$ cat config.mk
export PLATFORM = sky130hd
export DESIGN_NAME = adc_result_format_regs
export DESIGN_NICKNAME = d
export VERILOG_FILES = /design/src/verilog/adc_fmt_pkg.sv /design/src/verilog/conv_engine.sv /design/src/verilog/adc_result_format_regs.sv
export SDC_FILE = /design/constraint.sdc
export NUM_CORES = 1
export LEC_CHECK = 0
export ABC_AREA = 1
export BUFFER_PORTS_ARGS = -buffer_cell sky130_fd_sc_hd__buf_2
export CAP_MARGIN = 15
export CORE_MARGIN = 2
export CORE_UTILIZATION = 50
export CTS_CLUSTER_SIZE = 20
export DETAILED_ROUTE_END_ITERATION = 10
export PLACE_DENSITY = 0.86
export SYNTH_ARGS = -nofsm -noshare
export SYNTH_HDL_FRONTEND = slang
export SYNTH_SLANG_ARGS = --single-unit
$ cat constraint.sdc
create_clock -name clock_in -period 2.46 [get_ports clock_in]
set_clock_uncertainty 0.1 [all_clocks]
set_input_delay 0.246 -clock clock_in [delete_from_list [all_inputs] [get_ports clock_in]]
set_output_delay 0.246 -clock clock_in [all_outputs]
set_load 0.02 [all_outputs]
$ cat src/verilog/adc_fmt_pkg.sv
// How it works
// - left justify: result 9:2 fills high byte
// - left justify: result 1:0 in low 7:6
// - left justify: low byte 5:0 reserved
// - right justify: result 9:8 in high 1:0
// - right justify: high byte 7:2 reserved
// - right justify: result 7:0 fills low byte
// - hold capacitor never discharged between conversions
// - justify select 1 right, 0 left
// - go starts conversion, hardware clears when done
package adc_fmt_pkg;

   // =====================================================
   // register byte offsets on the apb bus
   localparam logic [7:0] CTRL_OFF = 8'h00;
   localparam logic [7:0] ASEL_OFF = 8'h04;
   localparam logic [7:0] RESH_OFF = 8'h08;
   localparam logic [7:0] RESL_OFF = 8'h0c;
   localparam logic [7:0] ICORE_OFF = 8'h10;
   localparam logic [7:0] IEN_OFF = 8'h14;
   localparam logic [7:0] IFLAG_OFF = 8'h18;

   // =====================================================
   // field positions
   localparam int JUSTIFY_BIT = 7;
   localparam int VREF_BIT = 6;
   localparam int CHAN_LSB = 2;
   localparam int GO_BIT = 1;
   localparam int ON_BIT = 0;
   localparam int DIV_LSB = 4;
   localparam int DONE_BIT = 6;
   localparam int GLOBAL_EN_BIT = 7;
   localparam int PERIPH_EN_BIT = 6;

   // =====================================================
   // reset values and writable masks
   localparam logic [7:0] CTRL_RST = 8'h00;
   localparam logic [7:0] CTRL_WMASK = 8'hcf;
   localparam logic [7:0] ASEL_RST = 8'h0f;
   localparam logic [7:0] ASEL_WMASK = 8'h7f;
   localparam logic [7:0] ICORE_RST = 8'h00;
   localparam logic [7:0] IEN_RST = 8'h00;
   localparam logic [7:0] IEN_WMASK = 8'hef;
   localparam logic [7:0] IFLAG_RST = 8'h00;
   localparam logic [7:0] RES_RST = 8'h00;

   // =====================================================
   // conversion timing: ticks of the conversion clock per result
   localparam int CONV_TICKS = 11;
   localparam int SAMPLE_W = 10;
   localparam int CHANNELS = 4;

   // acquisition figures that software must respect
   localparam int AMP_SETTLE_NS = 2000;
   // temperature term is 50 ns per degree above the reference
   localparam int TEMP_COEFF_NS_PER_C = 50;
   localparam int TEMP_REF_C = 25;

   // control register layout
   typedef struct packed {
      logic justify;
      logic vref;
      logic [1:0] unused;
      logic [1:0] chan;
      logic go;
      logic on;
   } ctrl_type;

   // formatted result pair
   typedef struct packed {
      logic [7:0] high;
      logic [7:0] low;
   } result_pair_type;

endpackage

$ cat src/verilog/conv_engine.sv
// =====================================================
// conversion sequencer: divider, tick counter, hold stage
module conv_engine #(
   parameter int WIDTH = 10,
   parameter int TICKS = 11
) (
   input wire logic clock_in,
   input wire logic rst_in,
   input wire logic start_in,
   input wire logic abort_in,
   input wire logic [2:0] div_sel_in,
   input wire logic [WIDTH-1:0] sample_in,
   output logic busy_out,
   output logic done_out,
   output logic [WIDTH-1:0] result_out
);

   // elaboration check: the tick counter is only eight bits wide
   if (WIDTH < 1 || TICKS < 1 || TICKS > 255)
   begin : g_bad_params
      $error("conv_engine: unsupported parameters");
   end

   logic [7:0] div_r, div_nxt;
   logic [7:0] tick_cnt_r, tick_cnt_nxt;
   logic busy_r, busy_nxt;
   logic done_r, done_nxt;
   logic [WIDTH-1:0] hold_r, hold_nxt;
   logic [WIDTH-1:0] result_r, result_nxt;
   logic [7:0] div_top;
   logic tick;

   // =====================================================
   // next state
   always_comb
   begin
      // divide by 2 << sel gives one-cycle tick enables
      div_top = 8'((16'h0002 << div_sel_in) - 16'h0001);
      tick = busy_r && (div_r == div_top);
      div_nxt = div_r;
      tick_cnt_nxt = tick_cnt_r;
      busy_nxt = busy_r;
      done_nxt = 1'b0;
      hold_nxt = hold_r;
      result_nxt = result_r;
      if (abort_in)
      begin
         busy_nxt = 1'b0;
      end
      else if (start_in && !busy_r)
      begin
         // hold keeps charge
         // hold stage is only overwritten, never cleared between runs
         hold_nxt = sample_in;
         busy_nxt = 1'b1;
         div_nxt = 8'h00;
         tick_cnt_nxt = 8'h00;
      end
      else if (busy_r)
      begin
         div_nxt = tick ? 8'h00 : 8'(div_r + 8'h01);
         if (tick)
         begin
            if (tick_cnt_r == 8'(TICKS - 1))
            begin
               busy_nxt = 1'b0;
               done_nxt = 1'b1;
               result_nxt = hold_r;
            end
            else
            begin
               tick_cnt_nxt = 8'(tick_cnt_r + 8'h01);
            end
         end
      end
   end

   // =====================================================
   // registers; hold and result have no reset, like the capacitor
   always_ff @(posedge clock_in)
   begin
      hold_r <= hold_nxt;
      result_r <= result_nxt;
      if (rst_in)
      begin
         div_r <= 8'h00;
         tick_cnt_r <= 8'h00;
         busy_r <= 1'b0;
         done_r <= 1'b0;
      end
      else
      begin
         div_r <= div_nxt;
         tick_cnt_r <= tick_cnt_nxt;
         busy_r <= busy_nxt;
         done_r <= done_nxt;
      end
   end

   assign busy_out = busy_r;
   assign done_out = done_r;
   assign result_out = result_r;

endmodule

$ cat src/verilog/adc_result_format_regs.sv
// =====================================================
// converter control and result formatting behind an apb slave
//
// Implementation choices: the APB slave port and the address map.
module adc_result_format_regs #(
   parameter int CHANNELS = adc_fmt_pkg::CHANNELS,
   parameter int SAMPLE_W = adc_fmt_pkg::SAMPLE_W
) (
   input wire logic clock_in,
   input wire logic rst_in,
   input wire logic psel_in,
   input wire logic penable_in,
   input wire logic pwrite_in,
   input wire logic [7:0] paddr_in,
   input wire logic [31:0] pwdata_in,
   input wire logic [CHANNELS*SAMPLE_W-1:0] analog_sample_in,
   output logic [31:0] prdata_out,
   output logic pready_out,
   output logic pslverr_out,
   output logic irq_out,
   output logic conv_busy_out,
   output logic vref_sel_out,
   output logic [3:0] analog_enable_out
);

   // =====================================================
   // parameter checks: formatting is fixed at ten bits, four channels
   if (SAMPLE_W != 10 || CHANNELS != 4)
   begin : g_bad_params
      $error("adc_result_format_regs: only 10-bit, 4-channel supported");
   end

   // =====================================================
   // declarations
   adc_fmt_pkg::ctrl_type ctrl_r, ctrl_nxt;
   logic [7:0] asel_r, asel_nxt;
   logic [7:0] resh_r, resh_nxt;
   logic [7:0] resl_r, resl_nxt;
   logic [7:0] icore_r, icore_nxt;
   logic [7:0] ien_r, ien_nxt;
   logic [7:0] iflag_r, iflag_nxt;
   logic [31:0] prdata_r, prdata_nxt;
   logic pready_r, pready_nxt;
   logic pslverr_r, pslverr_nxt;
   logic irq_r, irq_nxt;
   logic [CHANNELS*SAMPLE_W-1:0] sync1_r, sync2_r;
   logic [SAMPLE_W-1:0] chan_sample;
   logic eng_start, eng_abort, eng_busy, eng_done;
   logic [SAMPLE_W-1:0] eng_result;
   adc_fmt_pkg::result_pair_type fmt;
   logic access_done, wr_done, rd_done, addr_hit;
   logic [7:0] rd_byte;
   logic [7:0] wbyte;

   // =====================================================
   // analog side is another domain: two flops per channel first
   genvar ch;
   generate
      for (ch = 0; ch < CHANNELS; ch = ch + 1)
      begin : g_sync
         always_ff @(posedge clock_in)
         begin
            sync1_r[ch*SAMPLE_W +: SAMPLE_W] <= analog_sample_in[ch*SAMPLE_W +: SAMPLE_W];
            sync2_r[ch*SAMPLE_W +: SAMPLE_W] <= sync1_r[ch*SAMPLE_W +: SAMPLE_W];
         end
      end
   endgenerate

   // channel mux reads only the second flop stage
   always_comb
   begin
      chan_sample = sync2_r[ctrl_r.chan*SAMPLE_W +: SAMPLE_W];
   end

   // =====================================================
   // conversion sequencer
   conv_engine #(
      .WIDTH(SAMPLE_W),
      .TICKS(adc_fmt_pkg::CONV_TICKS)
   ) u_engine (
      .clock_in(clock_in),
      .rst_in(rst_in),
      .start_in(eng_start),
      .abort_in(eng_abort),
      .div_sel_in(asel_r[adc_fmt_pkg::DIV_LSB +: 3]),
      .sample_in(chan_sample),
      .busy_out(eng_busy),
      .done_out(eng_done),
      .result_out(eng_result)
   );

   // =====================================================
   // result formatting
   always_comb
   begin
      fmt.high = 8'h00;
      fmt.low = 8'h00;
      if (ctrl_r.justify)
      begin
         fmt.high[1:0] = eng_result[9:8];
         fmt.high[7:2] = 6'h00;
         fmt.low = eng_result[7:0];
      end
      else
      begin
         fmt.high = eng_result[9:2];
         fmt.low[7:6] = eng_result[1:0];
         fmt.low[5:0] = 6'h00;
      end
   end

   // =====================================================
   // apb decode and read mux
   always_comb
   begin
      access_done = psel_in && penable_in && pready_r;
      wr_done = access_done && pwrite_in;
      rd_done = access_done && !pwrite_in;
      wbyte = pwdata_in[7:0];
      addr_hit = 1'b1;
      unique case (paddr_in)
         adc_fmt_pkg::CTRL_OFF: rd_byte = ctrl_r;
         adc_fmt_pkg::ASEL_OFF: rd_byte = asel_r;
         adc_fmt_pkg::RESH_OFF: rd_byte = resh_r;
         adc_fmt_pkg::RESL_OFF: rd_byte = resl_r;
         adc_fmt_pkg::ICORE_OFF: rd_byte = icore_r;
         adc_fmt_pkg::IEN_OFF: rd_byte = ien_r;
         adc_fmt_pkg::IFLAG_OFF: rd_byte = iflag_r;
         default:
         begin
            rd_byte = 8'h00;
            addr_hit = 1'b0;
         end
      endcase
   end

   // =====================================================
   // bus handshake: one wait state, data and error registered
   always_comb
   begin
      pready_nxt = psel_in && penable_in && !pready_r;
      prdata_nxt = prdata_r;
      pslverr_nxt = 1'b0;
      if (psel_in && penable_in && !pready_r)
      begin
         prdata_nxt = pwrite_in ? 32'h0000_0000 : {24'h00_0000, rd_byte};
         pslverr_nxt = !addr_hit;
      end
   end

   // =====================================================
   // control, select and result registers
   always_comb
   begin
      ctrl_nxt = ctrl_r;
      asel_nxt = asel_r;
      resh_nxt = resh_r;
      resl_nxt = resl_r;
      icore_nxt = icore_r;
      ien_nxt = ien_r;
      eng_start = 1'b0;
      eng_abort = 1'b0;
      if (wr_done)
      begin
         unique case (paddr_in)
            adc_fmt_pkg::CTRL_OFF:
            begin
               ctrl_nxt = wbyte & adc_fmt_pkg::CTRL_WMASK;
               // go write starts
               // a start needs the converter on; else go stays low
               ctrl_nxt.go = wbyte[adc_fmt_pkg::GO_BIT] && wbyte[adc_fmt_pkg::ON_BIT];
               eng_start = ctrl_nxt.go && !eng_busy;
               // clearing go or turning off aborts a running conversion
               eng_abort = !ctrl_nxt.go && eng_busy;
               if (ctrl_r.go && ctrl_nxt.go)
                  eng_start = 1'b0;
            end
            adc_fmt_pkg::ASEL_OFF: asel_nxt = wbyte & adc_fmt_pkg::ASEL_WMASK;
            adc_fmt_pkg::RESH_OFF: resh_nxt = wbyte;
            adc_fmt_pkg::RESL_OFF: resl_nxt = wbyte;
            adc_fmt_pkg::ICORE_OFF: icore_nxt = wbyte;
            adc_fmt_pkg::IEN_OFF: ien_nxt = wbyte & adc_fmt_pkg::IEN_WMASK;
            default: ctrl_nxt = ctrl_r;
         endcase
      end
      if (eng_done)
      begin
         ctrl_nxt.go = 1'b0;
         // results load with clear
         // completion beats a same-cycle software write to the results
         resh_nxt = fmt.high;
         resl_nxt = fmt.low;
      end
   end

   // =====================================================
   // interrupt flags: set by completion, cleared by reading them
   always_comb
   begin
      iflag_nxt = iflag_r;
      // clear only what the read returned, so a later event survives
      if (rd_done && paddr_in == adc_fmt_pkg::IFLAG_OFF)
         iflag_nxt = iflag_r & ~prdata_r[7:0];
      // set wins over the read clear
      if (eng_done)
         iflag_nxt[adc_fmt_pkg::DONE_BIT] = 1'b1;
      irq_nxt = icore_r[adc_fmt_pkg::GLOBAL_EN_BIT] && icore_r[adc_fmt_pkg::PERIPH_EN_BIT]
         && |(iflag_nxt & ien_r);
   end

   // =====================================================
   // state registers
   always_ff @(posedge clock_in)
   begin
      if (rst_in)
      begin
         ctrl_r <= adc_fmt_pkg::CTRL_RST;
         asel_r <= adc_fmt_pkg::ASEL_RST;
         icore_r <= adc_fmt_pkg::ICORE_RST;
         ien_r <= adc_fmt_pkg::IEN_RST;
         iflag_r <= adc_fmt_pkg::IFLAG_RST;
         resh_r <= adc_fmt_pkg::RES_RST;
         resl_r <= adc_fmt_pkg::RES_RST;
         prdata_r <= 32'h0000_0000;
         pready_r <= 1'b0;
         pslverr_r <= 1'b0;
         irq_r <= 1'b0;
      end
      else
      begin
         ctrl_r <= ctrl_nxt;
         asel_r <= asel_nxt;
         icore_r <= icore_nxt;
         ien_r <= ien_nxt;
         iflag_r <= iflag_nxt;
         resh_r <= resh_nxt;
         resl_r <= resl_nxt;
         prdata_r <= prdata_nxt;
         pready_r <= pready_nxt;
         pslverr_r <= pslverr_nxt;
         irq_r <= irq_nxt;
      end
   end

   // =====================================================
   // outputs, all straight from flops
   assign prdata_out = prdata_r;
   assign pready_out = pready_r;
   assign pslverr_out = pslverr_r;
   assign irq_out = irq_r;
   assign conv_busy_out = ctrl_r.go;
   assign vref_sel_out = ctrl_r.vref;
   assign analog_enable_out = asel_r[3:0];

endmodule

==> metrics.cfg <==
[drt]
drcViolationCount = 0
wl_per_cell_um = 14.4
vias = 5838
drt_pre_antenna_iters = 5
ant_nets = 0
drt-total-wl_um = 16300
routed_via_density = 5.15
dr.first_iter.drc_count = 488

[final_layout]
multi_input_area_um2 = 2590
stdcell_count = 1134
final_layout_size_suffix_gt1_frac = 0.162
area_growth_syn_to_layout_pct = 20.9
regArea_um2 = 3830
postLayoutCoreUtil = 0.611
num_antenna_cells = 0
design_area_um2 = 8380
nNetsFinal = 1030
fillers = 1126

[sta]
fin_crit_ps = 2250
tightest_slew_ps = 637
rsz0062_at_grt = no
hold_viol_final = 0
worst_slack_ps = 207
maxSlewHeadroom = 0.575
fin_tns_setup_ps = 0
slew_viol_final = 0
max_freq_mhz = 444
timing.hold.ws_ps = 5.94
setup_viol = 0
finalCritPeriodShare = 0.916

[synthesis]
synth.top_cells.by_count = nand2_1 (165), dfxtp_1 (161), nor2_1 (91)
synthArstFlopShare = 0
ys_seq_area_frac = 0.552
ys_ff_latch = 181
synth_top_area_frac = 0.465
synth.avg_cell_area_um2 = 8.45
netlist_instances = 820
syn_area_um2 = 6930
synth.most_common_cell = nand2_1
synthFlopType = dfxtp_1
synth_area_leaders = dfxtp_1 (47%), nand2_1 (8.9%), edfxtp_1 (8.7%)
synth-edff-count = 20
yosysUniqueCellTypes = 41
ys.warnings.count = 0
yosys.area.top_type = dfxtp_1

[critical_path]
slowest_stage = dfxtp_2
slowest_delay_ps = 450
worstPathRequired_ps = 2500
worstSetupPathType = flop to flop
cp.arrival_ps = 2290
crit_path_end = u_engine.result_out[7]$_DFFE_PP_
path_common_cell = nand2_1
ff2ff_path_depth = 12
worstPathCellList = inv_1 > nand3_1 > ha_1 > inv_1 > nand2_1 > nand2_1 > o21bai_1 > nand2_1 > nor2_2 > nand3_1 > nor2_1 > buf_4
crit_family = simple AND/OR/NAND/NOR gates
cp-end-kind = flop
reg2reg_from = asel_r[5]$_SDFFE_PP0P_
start_kind = flop
cp_num_buf_inv = 3
ff2ff_setup_slack_ps = 210
r2r-end = u_engine.result_out[7]$_DFFE_PP_
crit_start = asel_r[5]$_SDFFE_PP0P_
cp_max_fo = 10
path_depth = 12

[clock_network]
cts-root-buf = clkbuf_16
clk_latency_ps = 430
cts_max_level = 4
cts_max_path_buffers = 2
cts_tree = built
numClockSinks = 181
clk_pin_slew_ps = 70
postCtsSetupBuffers = 0
cts_inserted_buffers = 17

[power_and_ir_drop]
power_per_cell_area_nw_per_um2 = 707
vdd_ir_drop_max_mv = 0.665
leakagePower_nw = 3.61
design_power_total_mw = 5.92

[die]
placementRows = 43
die_h_um = 122
start_util = 0.505
die_x_um = 122
dieArea_um2 = 14800
pin_count = 126
core-area_um2 = 13700

[global_route]
antenna_found_initial = 1
grt_pass1_wl_um = 26400
grtUsageTotal = 0.230
grt_max_degree = 33
grt-ovfl-total = 0
first_global_vias = 5604

[placed_design]
dpl_cell_area_um2 = 7400
io_buffer_count = 77
place_inst = 1061
pre_cts_ws_ps = 108
gp_congestion = 0.878
dp_hpwl_um = 10500

[run_status]
status = completed

[hold_path]
min_path_type = input port to flop

[run]
drv_cap = 0

## cells in the final DEF (no fill, tap or decap), types with 8 or more instances in the layout
cell           instances
nor3_1                 8
dlygate4sd3_1         41
inv_2                  8
buf_4                 14
clkbuf_16             17
xor2_1                11
o22ai_1               22
a21oi_1               54
conb_1                24
dfxtp_1              159
nand2_1              164
buf_2                 77
edfxtp_1              20
o21ai_0               60
nand3_1               53
nor2_1                91
inv_1                 62
## what timing repair did
action                                 in CTS  in global routing
setup endpoints to repair                   0                 24
gates resized for setup                     0                  3
endpoints found under the hold margin      41                  0
hold buffers                               41                  0
## cell type report
class	count	area share
flip-flops and latches	181	0.457
multi-input cells	536	0.309
clock inverters	10	0.0131
well taps	180	0.0269
repair buffers	132	0.107
clock buffers	22	0.0542
inverters	73	0.0330
## power breakdown
part | leakage (nW) | switching, mW | internal [mW]
clock | 0.273 | 1.16 | 1.45
combinational | 1.83 | 0.138 | 0.103
sequential | 1.51 | 0.0205 | 3.05
## worst min path at each step
stage | slack, ps | endpoint | cells after the start | startpoint
6_report | 6 | ien_r[3]$_SDFFE_PP0P_ | 3 | pwdata_in[3]
5_1_grt | 10 | icore_r[7]$_SDFFE_PP0P_ | 3 | pwdata_in[7]
4_1_cts | 2 | ien_r[3]$_SDFFE_PP0P_ | 3 | pwdata_in[3]
3_5_place_dp | 210 | sync2_r[10]$_DFF_P_ | 0 | sync1_r[10]$_DFF_P_
3_3_place_gp | 210 | sync2_r[12]$_DFF_P_ | 0 | sync1_r[12]$_DFF_P_
2_1_floorplan | 170 | sync1_r[0]$_DFF_P_ | 0 | analog_sample_in[0]
## kinds of logic (layout without fill, tap and decap cells)
| logic type | count (synthesis) | after routing | share of synthesized area |
|---|---|---|---|
| simple gates | 347 | 347 | 0.220 |
| flops | 181 | 181 | 0.552 |
| compound gates | 149 | 149 | 0.118 |
| buf+inv | 126 | 237 | 0.0876 |
| xor+xnor | 12 | 12 | 0.0152 |
| fa+ha+maj | 4 | 4 | 0.00722 |
| other cells | 1 | 24 | 0.000541 |
## flip-flops by register name (all words and copies together), names as in the netlist, 4 cells and up
signal and flops:
asel_r 7, resl_r 8, ctrl_r 4, ien_r 7, resh_r 8, u_engine.result_out 10, iflag_r 8, u_engine.div_r 8
icore_r 8, u_engine.hold_r 10, prdata_out 8, sync1_r 40, sync2_r 40, u_engine.tick_cnt_r 8
## worst register-to-register path: cells and delay by family, from the launching register on
kind,cells,cell delay (ps)
AOI/OAI and AO/OA,1,110
DFF,1,450
adders and majority gates,1,230
and+or+nand+nor,7,650
buffers and inverters,3,390
## routing by layer
metal,up-vias,GRT usage,routed length [um]
met5,-,0,11
met4,2,0.0912,388
met3,34,0.0618,1230
met2,264,0.399,7970
met1,2673,0.272,6670
li1,2865,-,-
No activity file was read; power rests on OpenSTA's default activity.
